File: src/rtl/sdcc_pkg.sv
// Package for the converter control block: register map, field layout, constants.
// Assumes a single 100 MHz system clock and an AHB-Lite register port.
package sdcc_pkg;
    // ----------------------------------------
    // Register byte addresses
    // ----------------------------------------
    localparam logic [7:0] ADDR_POS_SEL    = 8'h00;
    localparam logic [7:0] ADDR_DAC_HIGH   = 8'h04;
    localparam logic [7:0] ADDR_DAC_LOW    = 8'h08;
    localparam logic [7:0] ADDR_DAC_CTRL   = 8'h0C;
    localparam logic [7:0] ADDR_RES_LOW    = 8'h10;
    localparam logic [7:0] ADDR_RES_MID    = 8'h14;
    localparam logic [7:0] ADDR_RES_HIGH   = 8'h18;
    localparam logic [7:0] ADDR_CTRL0      = 8'h1C;
    localparam logic [7:0] ADDR_CTRL1      = 8'h20;
    localparam logic [7:0] ADDR_CLK_SEL    = 8'h24;
    // ----------------------------------------
    // Write masks and reset values
    // ----------------------------------------
    localparam logic [7:0] MASK_POS_SEL    = 8'h07;
    localparam logic [7:0] MASK_DAC_LOW    = 8'h0F;
    localparam logic [7:0] MASK_DAC_CTRL   = 8'hE0;
    localparam logic [7:0] MASK_CTRL0      = 8'hFD;
    localparam logic [7:0] MASK_CTRL1      = 8'hFC;
    localparam logic [7:0] MASK_CLK_SEL    = 8'h1F;
    localparam logic [7:0] RST_CTRL0       = 8'h20;
    localparam logic [7:0] RST_ZERO        = 8'h00;
    // ----------------------------------------
    // Bit positions
    // ----------------------------------------
    localparam int BIT_DAC_EN       = 7;
    localparam int BIT_SOFT_RST     = 7;
    localparam int BIT_SLEEP        = 6;
    localparam int BIT_POWER_OFF    = 5;
    localparam int BIT_REF_PAIR     = 0;
    localparam int BIT_NEG_BUF      = 4;
    localparam int BIT_POS_BUF      = 3;
    localparam int BIT_LATCH        = 2;
    localparam int BIT_EOC          = 1;
    localparam logic [4:0] CLK_UNDIVIDED = 5'h1F;
    localparam logic [2:0] OSR_CODE_MAX  = 3'h7;
    localparam int OSR_MAX_LOG2     = 14;
    localparam logic [7:0] DIV_LONG = 8'h1E;
    localparam logic [7:0] DIV_SHORT = 8'h0C;

    // Analog routing targets
    typedef enum logic [2:0] {
        SDCC_IN_PIN0, SDCC_IN_PIN2, SDCC_IN_DACO, SDCC_IN_GND,
        SDCC_IN_CM, SDCC_IN_TSP, SDCC_IN_RSVD
    } sdcc_route_t;
    typedef enum logic [1:0] {
        SDCC_DREF_REG, SDCC_DREF_VIN, SDCC_DREF_CM
    } sdcc_dref_t;

    // Controls toward the analog core
    typedef struct packed {
        sdcc_route_t posRoute;
        logic [11:0] dacCode;
        logic        dacEnable;
        sdcc_dref_t  dacRef;
        logic        powerDown;
        logic        sleep;
        logic        filterReset;
        logic        refExternal;
        logic        negBufEn;
        logic        posBufEn;
        logic        chopDouble;
        logic [7:0]  modDivider;
        logic        filterValid;
        logic [14:0] oversampleRatio;
    } sdcc_analog_t;
endpackage

File: src/rtl/sdcc_ctrl.sv
// Converter control: AHB-Lite registers, DAC code shadow, result capture, clocks.
// Assumes the SINC filter delivers a 24-bit word with a one-cycle done pulse.
//
// Behaviour
// - Positive select code routes input per table.
// - Twelve-bit DAC code over two bytes, reset zero.
// - Low DAC byte shadowed until high written.
// - DAC control bit 7 enables DAC.
// - DAC reference: regulator, supply or common mode.
// - Unimplemented bits ignore writes, read zero.
// - Result 24 bits, three read-only bytes.
// - Soft reset holds filter, blocks conversions.
// - Sleep powers down all but PGA, bandgap.
// - Power-off resets high, overrides sleep, reset.
// - Oversample code sets ratio 16384 down to 128.
// - Bit 0 picks internal or external references.
// - Filter mode sets sample_double_factor and divide.
// - Sample_double_factor two doubles samples, one low latency.
// - Buffer bits enable buffers, zero bypasses.
// - Latch holds results, suppresses flag, interrupt.
// - End flag set by hardware, cleared by firmware.
// - Clock select divides system clock or passes.
// - Data rate is clock over divider, sample_double_factor, ratio.
// - Conversion end sets flag and interrupt request.
// - Results overwritten each conversion unless latched.
//
// The AHB-Lite slave port and the address map are this design's own decisions.
`default_nettype none
module sdcc_ctrl (
    input  wire logic                  clk,          // System clock
    input  wire logic                  rst_n,        // Synchronous reset, active low
    input  wire logic                  hsel,         // AHB slave select
    input  wire logic [7:0]            haddr,        // AHB address
    input  wire logic [1:0]            htrans,       // AHB transfer type
    input  wire logic                  hwrite,       // AHB write
    input  wire logic [2:0]            hsize,        // AHB size
    input  wire logic [31:0]           hwdata,       // AHB write data
    input  wire logic                  hready,       // AHB bus ready
    output logic [31:0]                hrdata,       // AHB read data
    output logic                       hreadyout,    // AHB slave ready
    output logic                       hresp,        // AHB response
    input  wire logic                  convDone,     // Filter result pulse
    input  wire logic [23:0]           convData,     // Filter result word
    output sdcc_pkg::sdcc_analog_t     analog,       // Analog controls
    output logic                       modClkEn,     // Modulator source clock tick
    output logic                       convIrq       // Interrupt request pulse
);
    // ----------------------------------------
    // Bus address phase capture
    // ----------------------------------------
    logic       wrPend_q;
    logic [7:0] wrAddr_q;
    logic [7:0] posSel_q, dacHigh_q, dacLow_q, dacShadow_q, dacCtrl_q;
    logic [7:0] ctrl0_q, ctrl1_q, clkSel_q;
    logic [23:0] result_q;
    logic [7:0] rdByte;
    logic [4:0] clkCnt_q;
    logic       clkHalf_q;
    logic       addrTake, wrData;
    logic [7:0] wByte;
    logic       powered, running, capture;

    assign addrTake  = hsel && hready && htrans[1];
    assign hreadyout = 1'b1;
    assign hresp     = 1'b0;
    assign wrData    = wrPend_q;
    assign wByte     = hwdata[7:0];

    function automatic logic hit(input logic [7:0] a);
        hit = wrData && (wrAddr_q == a);
    endfunction

    always_ff @(posedge clk)
    begin
        if (!rst_n)
        begin
            wrPend_q <= 1'b0;
            wrAddr_q <= 8'h00;
        end
        else
        begin
            wrPend_q <= addrTake && hwrite;
            wrAddr_q <= haddr;
        end
    end

    // ----------------------------------------
    // Control registers
    // ----------------------------------------
    logic eocSet;
    assign powered = !ctrl0_q[sdcc_pkg::BIT_POWER_OFF];
    assign running = powered && !ctrl0_q[sdcc_pkg::BIT_SLEEP]
                     && !ctrl0_q[sdcc_pkg::BIT_SOFT_RST];
    assign capture = convDone && running && !ctrl1_q[sdcc_pkg::BIT_LATCH];
    assign eocSet  = capture;

    always_ff @(posedge clk)
    begin
        if (!rst_n)
        begin
            posSel_q    <= sdcc_pkg::RST_ZERO;
            dacHigh_q   <= sdcc_pkg::RST_ZERO;
            dacLow_q    <= sdcc_pkg::RST_ZERO;
            dacShadow_q <= sdcc_pkg::RST_ZERO;
            dacCtrl_q   <= sdcc_pkg::RST_ZERO;
            ctrl0_q     <= sdcc_pkg::RST_CTRL0;
            ctrl1_q     <= sdcc_pkg::RST_ZERO;
            clkSel_q    <= sdcc_pkg::RST_ZERO;
        end
        else
        begin
            if (hit(sdcc_pkg::ADDR_POS_SEL))
                posSel_q <= wByte & sdcc_pkg::MASK_POS_SEL;
            if (hit(sdcc_pkg::ADDR_DAC_LOW))
                dacShadow_q <= wByte & sdcc_pkg::MASK_DAC_LOW;
            if (hit(sdcc_pkg::ADDR_DAC_HIGH))
            begin
                dacHigh_q <= wByte;
                dacLow_q  <= dacShadow_q;
            end
            if (hit(sdcc_pkg::ADDR_DAC_CTRL))
                dacCtrl_q <= wByte & sdcc_pkg::MASK_DAC_CTRL;
            if (hit(sdcc_pkg::ADDR_CTRL0))
                ctrl0_q <= wByte & sdcc_pkg::MASK_CTRL0;
            if (hit(sdcc_pkg::ADDR_CLK_SEL))
                clkSel_q <= wByte & sdcc_pkg::MASK_CLK_SEL;
            if (hit(sdcc_pkg::ADDR_CTRL1))
                ctrl1_q <= (wByte & sdcc_pkg::MASK_CTRL1)
                           | ({7'h00, wByte[sdcc_pkg::BIT_EOC] | eocSet}
                              << sdcc_pkg::BIT_EOC);
            else if (eocSet)
                ctrl1_q[sdcc_pkg::BIT_EOC] <= 1'b1;
        end
    end

    // ----------------------------------------
    // Result capture
    // ----------------------------------------
    always_ff @(posedge clk)
    begin
        if (capture)
            result_q <= convData;
    end

    always_ff @(posedge clk)
    begin
        if (!rst_n)
            convIrq <= 1'b0;
        else
            convIrq <= eocSet;
    end

    // ----------------------------------------
    // Read path
    // ----------------------------------------
    always_comb
    begin
        case (haddr)
            sdcc_pkg::ADDR_POS_SEL:  rdByte = posSel_q;
            sdcc_pkg::ADDR_DAC_HIGH: rdByte = dacHigh_q;
            sdcc_pkg::ADDR_DAC_LOW:  rdByte = dacShadow_q;
            sdcc_pkg::ADDR_DAC_CTRL: rdByte = dacCtrl_q;
            sdcc_pkg::ADDR_RES_LOW:  rdByte = result_q[7:0];
            sdcc_pkg::ADDR_RES_MID:  rdByte = result_q[15:8];
            sdcc_pkg::ADDR_RES_HIGH: rdByte = result_q[23:16];
            sdcc_pkg::ADDR_CTRL0:    rdByte = ctrl0_q;
            sdcc_pkg::ADDR_CTRL1:    rdByte = ctrl1_q;
            sdcc_pkg::ADDR_CLK_SEL:  rdByte = clkSel_q;
            default:                 rdByte = 8'h00;
        endcase
    end

    always_ff @(posedge clk)
    begin
        if (!rst_n)
            hrdata <= 32'h0000_0000;
        else if (addrTake && !hwrite)
            hrdata <= {24'h00_0000, rdByte};
    end

    // ----------------------------------------
    // Modulator source clock divider
    // ----------------------------------------
    always_ff @(posedge clk)
    begin
        if (!rst_n)
        begin
            clkCnt_q  <= 5'h00;
            clkHalf_q <= 1'b0;
        end
        else if (!clkHalf_q)
            clkHalf_q <= 1'b1;
        else
        begin
            clkHalf_q <= 1'b0;
            clkCnt_q  <= (clkCnt_q >= clkSel_q[4:0]) ? 5'h00 : clkCnt_q + 5'h01;
        end
    end
    assign modClkEn = (clkSel_q[4:0] == sdcc_pkg::CLK_UNDIVIDED) ? 1'b1
                      : (clkHalf_q && clkCnt_q >= clkSel_q[4:0]);

    // ----------------------------------------
    // Analog control decode
    // ----------------------------------------
    function automatic sdcc_pkg::sdcc_route_t route(input logic [2:0] c);
        case (c)
            3'h0:    route = sdcc_pkg::SDCC_IN_PIN0;
            3'h1:    route = sdcc_pkg::SDCC_IN_PIN2;
            3'h4:    route = sdcc_pkg::SDCC_IN_DACO;
            3'h5:    route = sdcc_pkg::SDCC_IN_GND;
            3'h6:    route = sdcc_pkg::SDCC_IN_CM;
            3'h7:    route = sdcc_pkg::SDCC_IN_TSP;
            default: route = sdcc_pkg::SDCC_IN_RSVD;
        endcase
    endfunction

    logic [2:0] fm;
    assign fm = ctrl1_q[7:5];
    always_comb
    begin
        analog.posRoute    = route(posSel_q[2:0]);
        analog.dacCode     = {dacHigh_q, dacLow_q[3:0]};
        analog.dacEnable   = dacCtrl_q[sdcc_pkg::BIT_DAC_EN];
        analog.dacRef      = dacCtrl_q[6] ? sdcc_pkg::SDCC_DREF_CM
                             : (dacCtrl_q[5] ? sdcc_pkg::SDCC_DREF_VIN
                                            : sdcc_pkg::SDCC_DREF_REG);
        analog.powerDown   = !powered;
        analog.sleep       = powered && ctrl0_q[sdcc_pkg::BIT_SLEEP];
        analog.filterReset = powered && ctrl0_q[sdcc_pkg::BIT_SOFT_RST];
        analog.refExternal = ctrl0_q[sdcc_pkg::BIT_REF_PAIR];
        analog.negBufEn    = ctrl1_q[sdcc_pkg::BIT_NEG_BUF];
        analog.posBufEn    = ctrl1_q[sdcc_pkg::BIT_POS_BUF];
        analog.chopDouble  = !fm[2];
        analog.modDivider  = fm[1] ? sdcc_pkg::DIV_SHORT : sdcc_pkg::DIV_LONG;
        analog.filterValid = !fm[0];
        analog.oversampleRatio = 15'(1) << (sdcc_pkg::OSR_MAX_LOG2
                                 - int'(ctrl0_q[4:2]));
    end

    // ----------------------------------------
    // Checks
    // ----------------------------------------
    property p_latch_hold;
        @(posedge clk) disable iff (!rst_n)
        ctrl1_q[sdcc_pkg::BIT_LATCH] |=> $stable(result_q);
    endproperty
    a_latch_hold: assert property (p_latch_hold) else $error("result moved while latched");

    property p_eoc_set;
        @(posedge clk) disable iff (!rst_n)
        capture |=> ctrl1_q[sdcc_pkg::BIT_EOC] && convIrq;
    endproperty
    a_eoc_set: assert property (p_eoc_set) else $error("end flag not set");

    property p_irq_cause;
        @(posedge clk) disable iff (!rst_n)
        convIrq |-> $past(capture);
    endproperty
    a_irq_cause: assert property (p_irq_cause) else $error("irq without result");

    property p_shadow;
        @(posedge clk) disable iff (!rst_n)
        hit(sdcc_pkg::ADDR_DAC_LOW) && !hit(sdcc_pkg::ADDR_DAC_HIGH)
        |=> $stable(dacLow_q);
    endproperty
    a_shadow: assert property (p_shadow) else $error("low code changed early");

    property p_poweroff;
        @(posedge clk) disable iff (!rst_n)
        ctrl0_q[sdcc_pkg::BIT_POWER_OFF] |-> !analog.sleep && !analog.filterReset;
    endproperty
    a_poweroff: assert property (p_poweroff) else $error("power-off not dominant");

    property p_reset_blocks;
        @(posedge clk) disable iff (!rst_n)
        ctrl0_q[sdcc_pkg::BIT_SOFT_RST] |=> $stable(result_q);
    endproperty
    a_reset_blocks: assert property (p_reset_blocks) else $error("result during reset");

    property p_capture;
        @(posedge clk) disable iff (!rst_n)
        capture |=> result_q == $past(convData);
    endproperty
    a_capture: assert property (p_capture) else $error("result not loaded");

    property p_ctrl_reset;
        @(posedge clk)
        !rst_n |=> ctrl0_q == sdcc_pkg::RST_CTRL0 && dacHigh_q == 8'h00;
    endproperty
    a_ctrl_reset: assert property (p_ctrl_reset) else $error("bad reset value");

    property p_eoc_sticky;
        @(posedge clk) disable iff (!rst_n)
        ctrl1_q[sdcc_pkg::BIT_EOC] && !hit(sdcc_pkg::ADDR_CTRL1) |=> ctrl1_q[sdcc_pkg::BIT_EOC];
    endproperty
    a_eoc_sticky: assert property (p_eoc_sticky) else $error("end flag cleared");

    property p_latch_no_flag;
        @(posedge clk) disable iff (!rst_n)
        ctrl1_q[sdcc_pkg::BIT_LATCH] && !hit(sdcc_pkg::ADDR_CTRL1)
        |=> $stable(ctrl1_q[sdcc_pkg::BIT_EOC]);
    endproperty
    a_latch_no_flag: assert property (p_latch_no_flag) else $error("flag moved while latched");

    property p_latch_no_irq;
        @(posedge clk) disable iff (!rst_n)
        ctrl1_q[sdcc_pkg::BIT_LATCH] |=> !convIrq;
    endproperty
    a_latch_no_irq: assert property (p_latch_no_irq) else $error("irq while latched");

    property p_dac_load;
        @(posedge clk) disable iff (!rst_n)
        hit(sdcc_pkg::ADDR_DAC_HIGH)
        |=> analog.dacCode == {$past(wByte), $past(dacShadow_q[3:0])};
    endproperty
    a_dac_load: assert property (p_dac_load) else $error("shadow not applied");

    property p_dac_reset;
        @(posedge clk)
        !rst_n |=> analog.dacCode == 12'h000 && !analog.dacEnable;
    endproperty
    a_dac_reset: assert property (p_dac_reset) else $error("dac not reset");

    property p_unimpl_zero;
        @(posedge clk) disable iff (!rst_n)
        (dacCtrl_q & ~sdcc_pkg::MASK_DAC_CTRL) == sdcc_pkg::RST_ZERO
        && (clkSel_q & ~sdcc_pkg::MASK_CLK_SEL) == sdcc_pkg::RST_ZERO
        && (dacShadow_q & ~sdcc_pkg::MASK_DAC_LOW) == sdcc_pkg::RST_ZERO
        && ctrl0_q[1] == 1'b0
        && ctrl1_q[0] == 1'b0;
    endproperty
    a_unimpl_zero: assert property (p_unimpl_zero) else $error("unused bit set");

    property p_read_upper;
        @(posedge clk) disable iff (!rst_n)
        hrdata[31:8] == 24'h00_0000;
    endproperty
    a_read_upper: assert property (p_read_upper) else $error("upper read bits set");

    property p_undivided;
        @(posedge clk) disable iff (!rst_n)
        clkSel_q[4:0] == sdcc_pkg::CLK_UNDIVIDED |-> modClkEn;
    endproperty
    a_undivided: assert property (p_undivided) else $error("undivided clock gap");

    property p_divided_gap;
        @(posedge clk) disable iff (!rst_n)
        modClkEn && clkSel_q[4:0] != sdcc_pkg::CLK_UNDIVIDED && !hit(sdcc_pkg::ADDR_CLK_SEL)
        |=> !modClkEn;
    endproperty
    a_divided_gap: assert property (p_divided_gap) else $error("divided tick too long");

    property p_sleep_gate;
        @(posedge clk) disable iff (!rst_n)
        convDone && analog.sleep |=> $stable(result_q);
    endproperty
    a_sleep_gate: assert property (p_sleep_gate) else $error("result while asleep");

    property p_poweroff_gate;
        @(posedge clk) disable iff (!rst_n)
        convDone && analog.powerDown |=> $stable(result_q) && !convIrq;
    endproperty
    a_poweroff_gate: assert property (p_poweroff_gate) else $error("result while off");

    property p_mode_decode;
        @(posedge clk) disable iff (!rst_n)
        analog.chopDouble == !ctrl1_q[7]
        && analog.modDivider == (ctrl1_q[6] ? sdcc_pkg::DIV_SHORT : sdcc_pkg::DIV_LONG);
    endproperty
    a_mode_decode: assert property (p_mode_decode) else $error("filter mode decode");

    property p_route_rsvd;
        @(posedge clk) disable iff (!rst_n)
        posSel_q[2:1] == 2'b01 |-> analog.posRoute == sdcc_pkg::SDCC_IN_RSVD;
    endproperty
    a_route_rsvd: assert property (p_route_rsvd) else $error("reserved code routed");

    property p_eoc_rise;
        @(posedge clk) disable iff (!rst_n)
        $rose(ctrl1_q[sdcc_pkg::BIT_EOC]) |-> $past(capture) || $past(hit(sdcc_pkg::ADDR_CTRL1));
    endproperty
    a_eoc_rise: assert property (p_eoc_rise) else $error("flag set without cause");
endmodule
`default_nettype wire

File: config.mk
export PLATFORM = sky130hd
export DESIGN_NAME = sdcc_ctrl
export DESIGN_NICKNAME = d
export VERILOG_FILES = /design/src/rtl/sdcc_pkg.sv /design/src/rtl/sdcc_ctrl.sv
export SDC_FILE = /design/constraint.sdc
export NUM_CORES = 1
export LEC_CHECK = 0
export ABC_AREA = 1
export BUFFER_PORTS_ARGS = -buffer_cell sky130_fd_sc_hd__buf_4
export CAP_MARGIN = 20
export CORE_MARGIN = 2
export CORE_UTILIZATION = 45
export DETAILED_ROUTE_END_ITERATION = 10
export PLACE_DENSITY = 0.77
export SYNTH_ARGS = -nofsm -noshare
export SYNTH_HDL_FRONTEND = slang
export SYNTH_SLANG_ARGS = --single-unit
File: constraint.sdc
create_clock -name clk -period 2.5 [get_ports clk]
set_input_delay 0.375 -clock clk [delete_from_list [all_inputs] [get_ports clk]]
set_output_delay 0.375 -clock clk [all_outputs]
set_load 0.02 [all_outputs]
# Yosys cells after proc, flatten, opt, wreduce, memory -nomap -nowiden
# Index checks and enable logic that the tools add are counted.
# totals
memories,0
latch_bits,0
wordCells,82
ff_bits,90
out_inout_bits,85
rom_bits,0
ramBits,0
input_bits,75
# op_classes
mul,0
order_cmp,1
eq_ne,21
muxes,10
addsub,2
bitwise,2
div,0
shift,1
n_reduce_logical,29
# ops
op,n
8-bit one-hot mux with 10 select lines,1
"8-bit by 5-bit == test with 1-bit output, second input constant",5
"8-bit by 4-bit == test with 1-bit output, second input constant",4
"8-bit by 6-bit == test with 1-bit output, second input constant",4
"1-bit by 32-bit << shifter with 15-bit output, first input constant",1
1-bit logical AND,18
3-bit one-hot mux with 6 select lines,1
"8-bit by 3-bit == test with 1-bit output, second input constant",2
8-bit logical NOT,2
"3-bit == test, second input constant",4
5-bit 2-to-1 mux,2
8-bit by 2-bit OR with 8-bit output,1
1-bit logical NOT,7
"5-bit by 1-bit adder with 5-bit output, second input constant",1
"5-bit == test, second input constant",1
5-bit greater-or-equal comparator,1
1-bit 2-to-1 mux,5
"4-bit by 3-bit subtractor with 5-bit output, first input constant",1
"3-bit by 1-bit == test with 1-bit output, second input constant",1
3-bit logical NOT,1
2-bit 2-to-1 mux,1
2-bit nonzero test,1
1-bit OR,1

# Longest topological paths before layout
# logic_depth
depth_word,8
depth_mapped,10
mapped_depth_nobuf,9

# Worst setup path after synthesis
# OpenSTA, ideal clock, no wires.
# synth_timing
path_kind,register -> register
startpoint,reg ctrl0_q[5]
endpoint,reg ctrl1_q[1]
setup_ps,65
period_less_slack_ps,2649
required_ps,2435
slack_ps,-149
path_stages_with_launch,8
arrival_ps,2584
path_cell_list,dfxtp_1 > nor2_1 > nand2_1 > nor3_1 > inv_1 > o21ai_0 > a21oi_1 > nor2_1
# synth_between
elab_chain_len,8
word_cells_on_any_way,9
cone_classes,mux: 1; bitwise: 2; reduce/logical: 6
# synth_lines
item,line_no,source
start: declaration,sdcc_ctrl.sv:54,"logic [7:0] ctrl0_q, ctrl1_q, clkSel_q;"
start signal: assignment,sdcc_ctrl.sv:106,ctrl0_q <= sdcc_pkg::RST_CTRL0;
start signal: assignment,sdcc_ctrl.sv:124,ctrl0_q <= wByte & sdcc_pkg::MASK_CTRL0;
1-bit logical NOT *,sdcc_ctrl.sv:91,assign powered = !ctrl0_q[sdcc_pkg::BIT_POWER_OFF];
1-bit logical AND *,sdcc_ctrl.sv:92,assign running = powered && !ctrl0_q[sdcc_pkg::BIT_SLEEP]
1-bit logical AND *,sdcc_ctrl.sv:93,&& !ctrl0_q[sdcc_pkg::BIT_SOFT_RST];
1-bit logical AND * (2 in series),sdcc_ctrl.sv:94,assign capture = convDone && running && !ctrl1_q[sdcc_pkg::BIT_LATCH];
named net capture,sdcc_ctrl.sv:61,"logic powered, running, capture;"
1-bit OR,sdcc_ctrl.sv:129,"| ({7'h00, wByte[sdcc_pkg::BIT_EOC] | eocSet}"
8-bit by 2-bit OR with 8-bit output,sdcc_ctrl.sv:129,
1-bit 2-to-1 mux,sdcc_ctrl.sv:127,if (hit(sdcc_pkg::ADDR_CTRL1))
end signal: assignment,sdcc_ctrl.sv:107,ctrl1_q <= sdcc_pkg::RST_ZERO;
end signal: assignment,sdcc_ctrl.sv:128,ctrl1_q <= (wByte & sdcc_pkg::MASK_CTRL1)
end: declaration,sdcc_ctrl.sv:54,
# The timed path passes the listed nets; every way through them passes the cells marked *.
# A chain may end at the register's enable or synchronous reset.

# Final worst setup path
# layout_timing
startpoint,reg clkCnt_q[0]
endpoint,out modClkEn
# layout_between
elab_chain_len,3
# layout_lines
item,line_no,source
start: declaration,sdcc_ctrl.sv:57,logic [4:0] clkCnt_q;
start signal: assignment,sdcc_ctrl.sv:196,clkCnt_q <= (clkCnt_q >= clkSel_q[4:0]) ? 5'h00 : clkCnt_q + 5'h01;
5-bit greater-or-equal comparator,sdcc_ctrl.sv:200,: (clkHalf_q && clkCnt_q >= clkSel_q[4:0]);
1-bit logical AND,sdcc_ctrl.sv:200,
1-bit 2-to-1 mux,sdcc_ctrl.sv:199,assign modClkEn = (clkSel_q[4:0] == sdcc_pkg::CLK_UNDIVIDED) ? 1'b1
end: declaration,sdcc_ctrl.sv:45,"output logic modClkEn,"
# Every way passes these cells.

==> metrics.md <==
| Metric | Value |
|---|---|
| Post-synth top area cell | `dfxtp_1` |
| Core Region | `approximately 9200 µm²` |
| Setup_tns | `0 ps` |
| Clock skew | `8.787 ps` |
| CP endpoint kind | `primary output` |
| Gr ovfl total | `0` |
| Fin crit period | `2320 ps` |
| DR vias | `3832` |
| Cell repeated most along the worst path | `o21ai_0` |
| Input/output buffers | `92` |
| Setup Buffers After CTS | `0` |
| Post-CTS Hold Buffers | `0` |
| Worst r2r src | `clkCnt_q[0]` |
| Yosys warns | `0` |
| Fmax | `431.0 MHz` |
| Root buffer cell | `clkbuf_8` |
| Buf+Inv Stages, Crit Path | `2` |
| Post-Syn Area | `4304 µm²` |
| Utilization after layout | `0.5550` |
| CTS tree | `built` |
| Maxcap violations | `0` |
| R2r setup slk | `960 ps` |
| Routed WL | `between 10 and 15 mm` |
| Post-Synth XOR/XNOR Area | `0.008140` |
| CTS sink count | `a little under 90` |
| Peak supply drop | `0.2674 mV` |
| PnR worst setup slack | `179.9 ps` |
| Worst min path class | `primary input to flop` |
| Via/cell ratio | `4.977` |
| CP max-delay cell | `dfxtp_1` |
| Top post-synthesis cells by area | `dfxtp_1 (30%), edfxtp_1 (17%), nand2_1 (9.8%), buf_4 (8.2%), nor2_1 (5.8%)` |
| Max-slew violations | `0` |
| H-tree depth | `3` |
| Worst-path cell chain | `inv_1, ha_1, o21ai_0, o21ai_0, o21ai_0, o21ai_0, buf_4` |
| RD Place Congestion | `0.8831` |
| Critical Path Source | `clkCnt_q[0]` |
| Crit path DAT | `~2000 ps` |
| Crit Path Max Fanout | `4` |
| Clock latency on the worst-skew pair | `370 ps` |
| Complex-gate fraction of the synthesized area | `0.1064` |
| Largest family of logic cells by synthesized area | `simple AND/OR/NAND/NOR gates` |
| Reg2reg end | `clkCnt_q[4]` |
| Die ar. | `between 10000 and 15000 µm²` |
| Number of global-route vias before repair | `3500` |
| Cts repair resizes | `0` |
| Height of the chip | `101.8 µm` |
| Initial core utilization | `0.4658` |
| CP delay by family, top | `compound AO/OA/AOI/OAI gates` |
| Clock-pin slew on the worst setup and hold paths | `around 90 ps` |
| Post-synthesis mux area share | `0` |
| Final nets | `around 720` |
| N_diodes | `0` |
| First-pass GRT wire length | `17.14 mm` |
| Routed WL per cell | `14.17 µm` |
| I/O Pins | `160` |
| CP required | `2120 ps` |
| DPL Wire Length | `8.254 mm` |
| WHS | `173.5 ps` |
| Post-place setup slack | `588.9 ps` |
| Crit Path Class | `flop to primary output` |
| PwrDens | `532.0 nW/µm²` |
| Area share of the largest cell type after synthesis | `0.3023` |
| Synth unique cells | `27` |
| Status | `complete, no violations` |
| Initial antenna violation count | `0` |
| RSZ-0062 raised after global routing | `false` |
| Cts bufs inserted | `9` |
| DRT iter0 DRCs | `195` |
| Final hold viol count | `0` |
| TritonRoute pass-1 iters | `5` |
| CP endpoint | `modClkEn` |
| Antenna Nets Post-Route | `0` |
| R2R cell count | `7` |
| WP depth | `7` |
| Startpoint types | `flop` |
| Slowest stage delay, CP | `380 ps` |
| Layout cells sized above 1 | `0.2184` |
| FP Rows | `35` |
| Synth Instances | `550` |
| Tcrit/Tclk final | `0.9280` |
| Synth Area per Inst | `about 7.8 µm²` |
| Overall global routing resource usage | `0.2166` |
| Hold-critical path depth | `1` |
| Register area share after synthesis | `0.4698` |
| Synthesized flop and latch total | `89` |
| Die Span X | `~100 µm` |
| Commonest non-fill, non-tap cell in the layout | `nand2_1` |
| Synth Area in Adders | `0.01744` |
| DRC viols | `0` |
| Synth-to-layout area growth | `19.16%` |
| Lkg Pwr | `between 2 and 2.5 nW` |
| Worst-case clock buffer depth | `2` |
| Most frequent cells in the layout | `nand2_1 (112), buf_4 (94), nor2_1 (67)` |
| Largest net degree at the start of global routing | `51` |
| Synth Area in Simple Gates | `0.2538` |
| Finish-stage setup viols | `0` |
## cells in the mapped netlist, drive strengths merged
| master | count |
|---|---|
| xor2 | 4 |
| nand3 | 39 |
| inv | 58 |
| dfxtp | 65 |
| a21oi | 41 |
| nand4 | 4 |
| buf | 52 |
| nor2 | 82 |
| edfxtp | 24 |
| clkbuf | 4 |
| conb | 2 |
| nor3 | 3 |
| o21ai | 49 |
| ha | 6 |
| nand2 | 116 |
| and3 | 1 |
## through the flow
stage                     instances  power (mW)  area (µm²)
after detailed placement        754       1.739        4925
after global routing            770       2.824        5129
after global placement          754       1.734        4925
after CTS                       770       2.727        5129
after floorplan                 587       1.697        4448
final                           770       2.728        5129
## cell families (layout without fill, tap and decap cells)
family | after synthesis | count (layout)
DFF | 89 | 89
and+or+nand+nor | 245 | 245
AOI/OAI and AO/OA | 90 | 90
adders and majority gates | 6 | 6
other | 2 | 39
xor gates and xnor gates | 4 | 4
buffers and inverters | 114 | 168
## power breakdown
| group | switching, mW | total [mW] | internal [mW] |
|---|---|---|---|
| Sequential | 0.00803 | 1.49 | 1.49 |
| Combinational | 0.145 | 0.214 | 0.0688 |
| Clock | 0.550 | 1.02 | 0.471 |
| Total | 0.703 | 2.73 | 2.03 |
## final cells by class
cell class | count | area [µm²]
clock inverters | 7 | 80.08
repair buffers | 94 | 705.7
well taps | 129 | 161.4
multi-input cells | 384 | 1818
flip-flops and latches | 89 | 2022
fillers | 850 | 4111
inverters | 58 | 217.7
clock buffers | 9 | 123.9
## metal layers
layer,up-vias,global-route usage,share of wire
met5,-,0,0
met4,0,0.09459,0.026
met3,19,0.04969,0.085
met2,218,0.3517,0.47
met1,1739,0.2760,0.42
li1,1856,-,-
## registers in the layout, indices dropped and copies added, names as in the netlist
name and flops:
convIrq 1, dacShadow_q 4, wrAddr_q 8, clkSel_q 5, wrData 1, hrdata 8, dacHigh_q 8, clkCnt_q 5
dacCtrl_q 3, ctrl0_q 7, ctrl1_q 7, result_q 24, dacLow_q 4, posSel_q 3, clkHalf_q 1
## worst min-delay path by stage
stage                   endpoint  slack, ps      startpoint
finish               result_q[9]        170     convData[9]
CTS                  result_q[4]        170     convData[4]
global route        result_q[15]        160    convData[15]
global placement       hrdata[2]        460       hrdata[2]
floorplan            dacLow_q[2]        440  dacShadow_q[2]
detailed placement     hrdata[0]        470       hrdata[0]
Note: power is estimated with default switching activity, not from simulation.
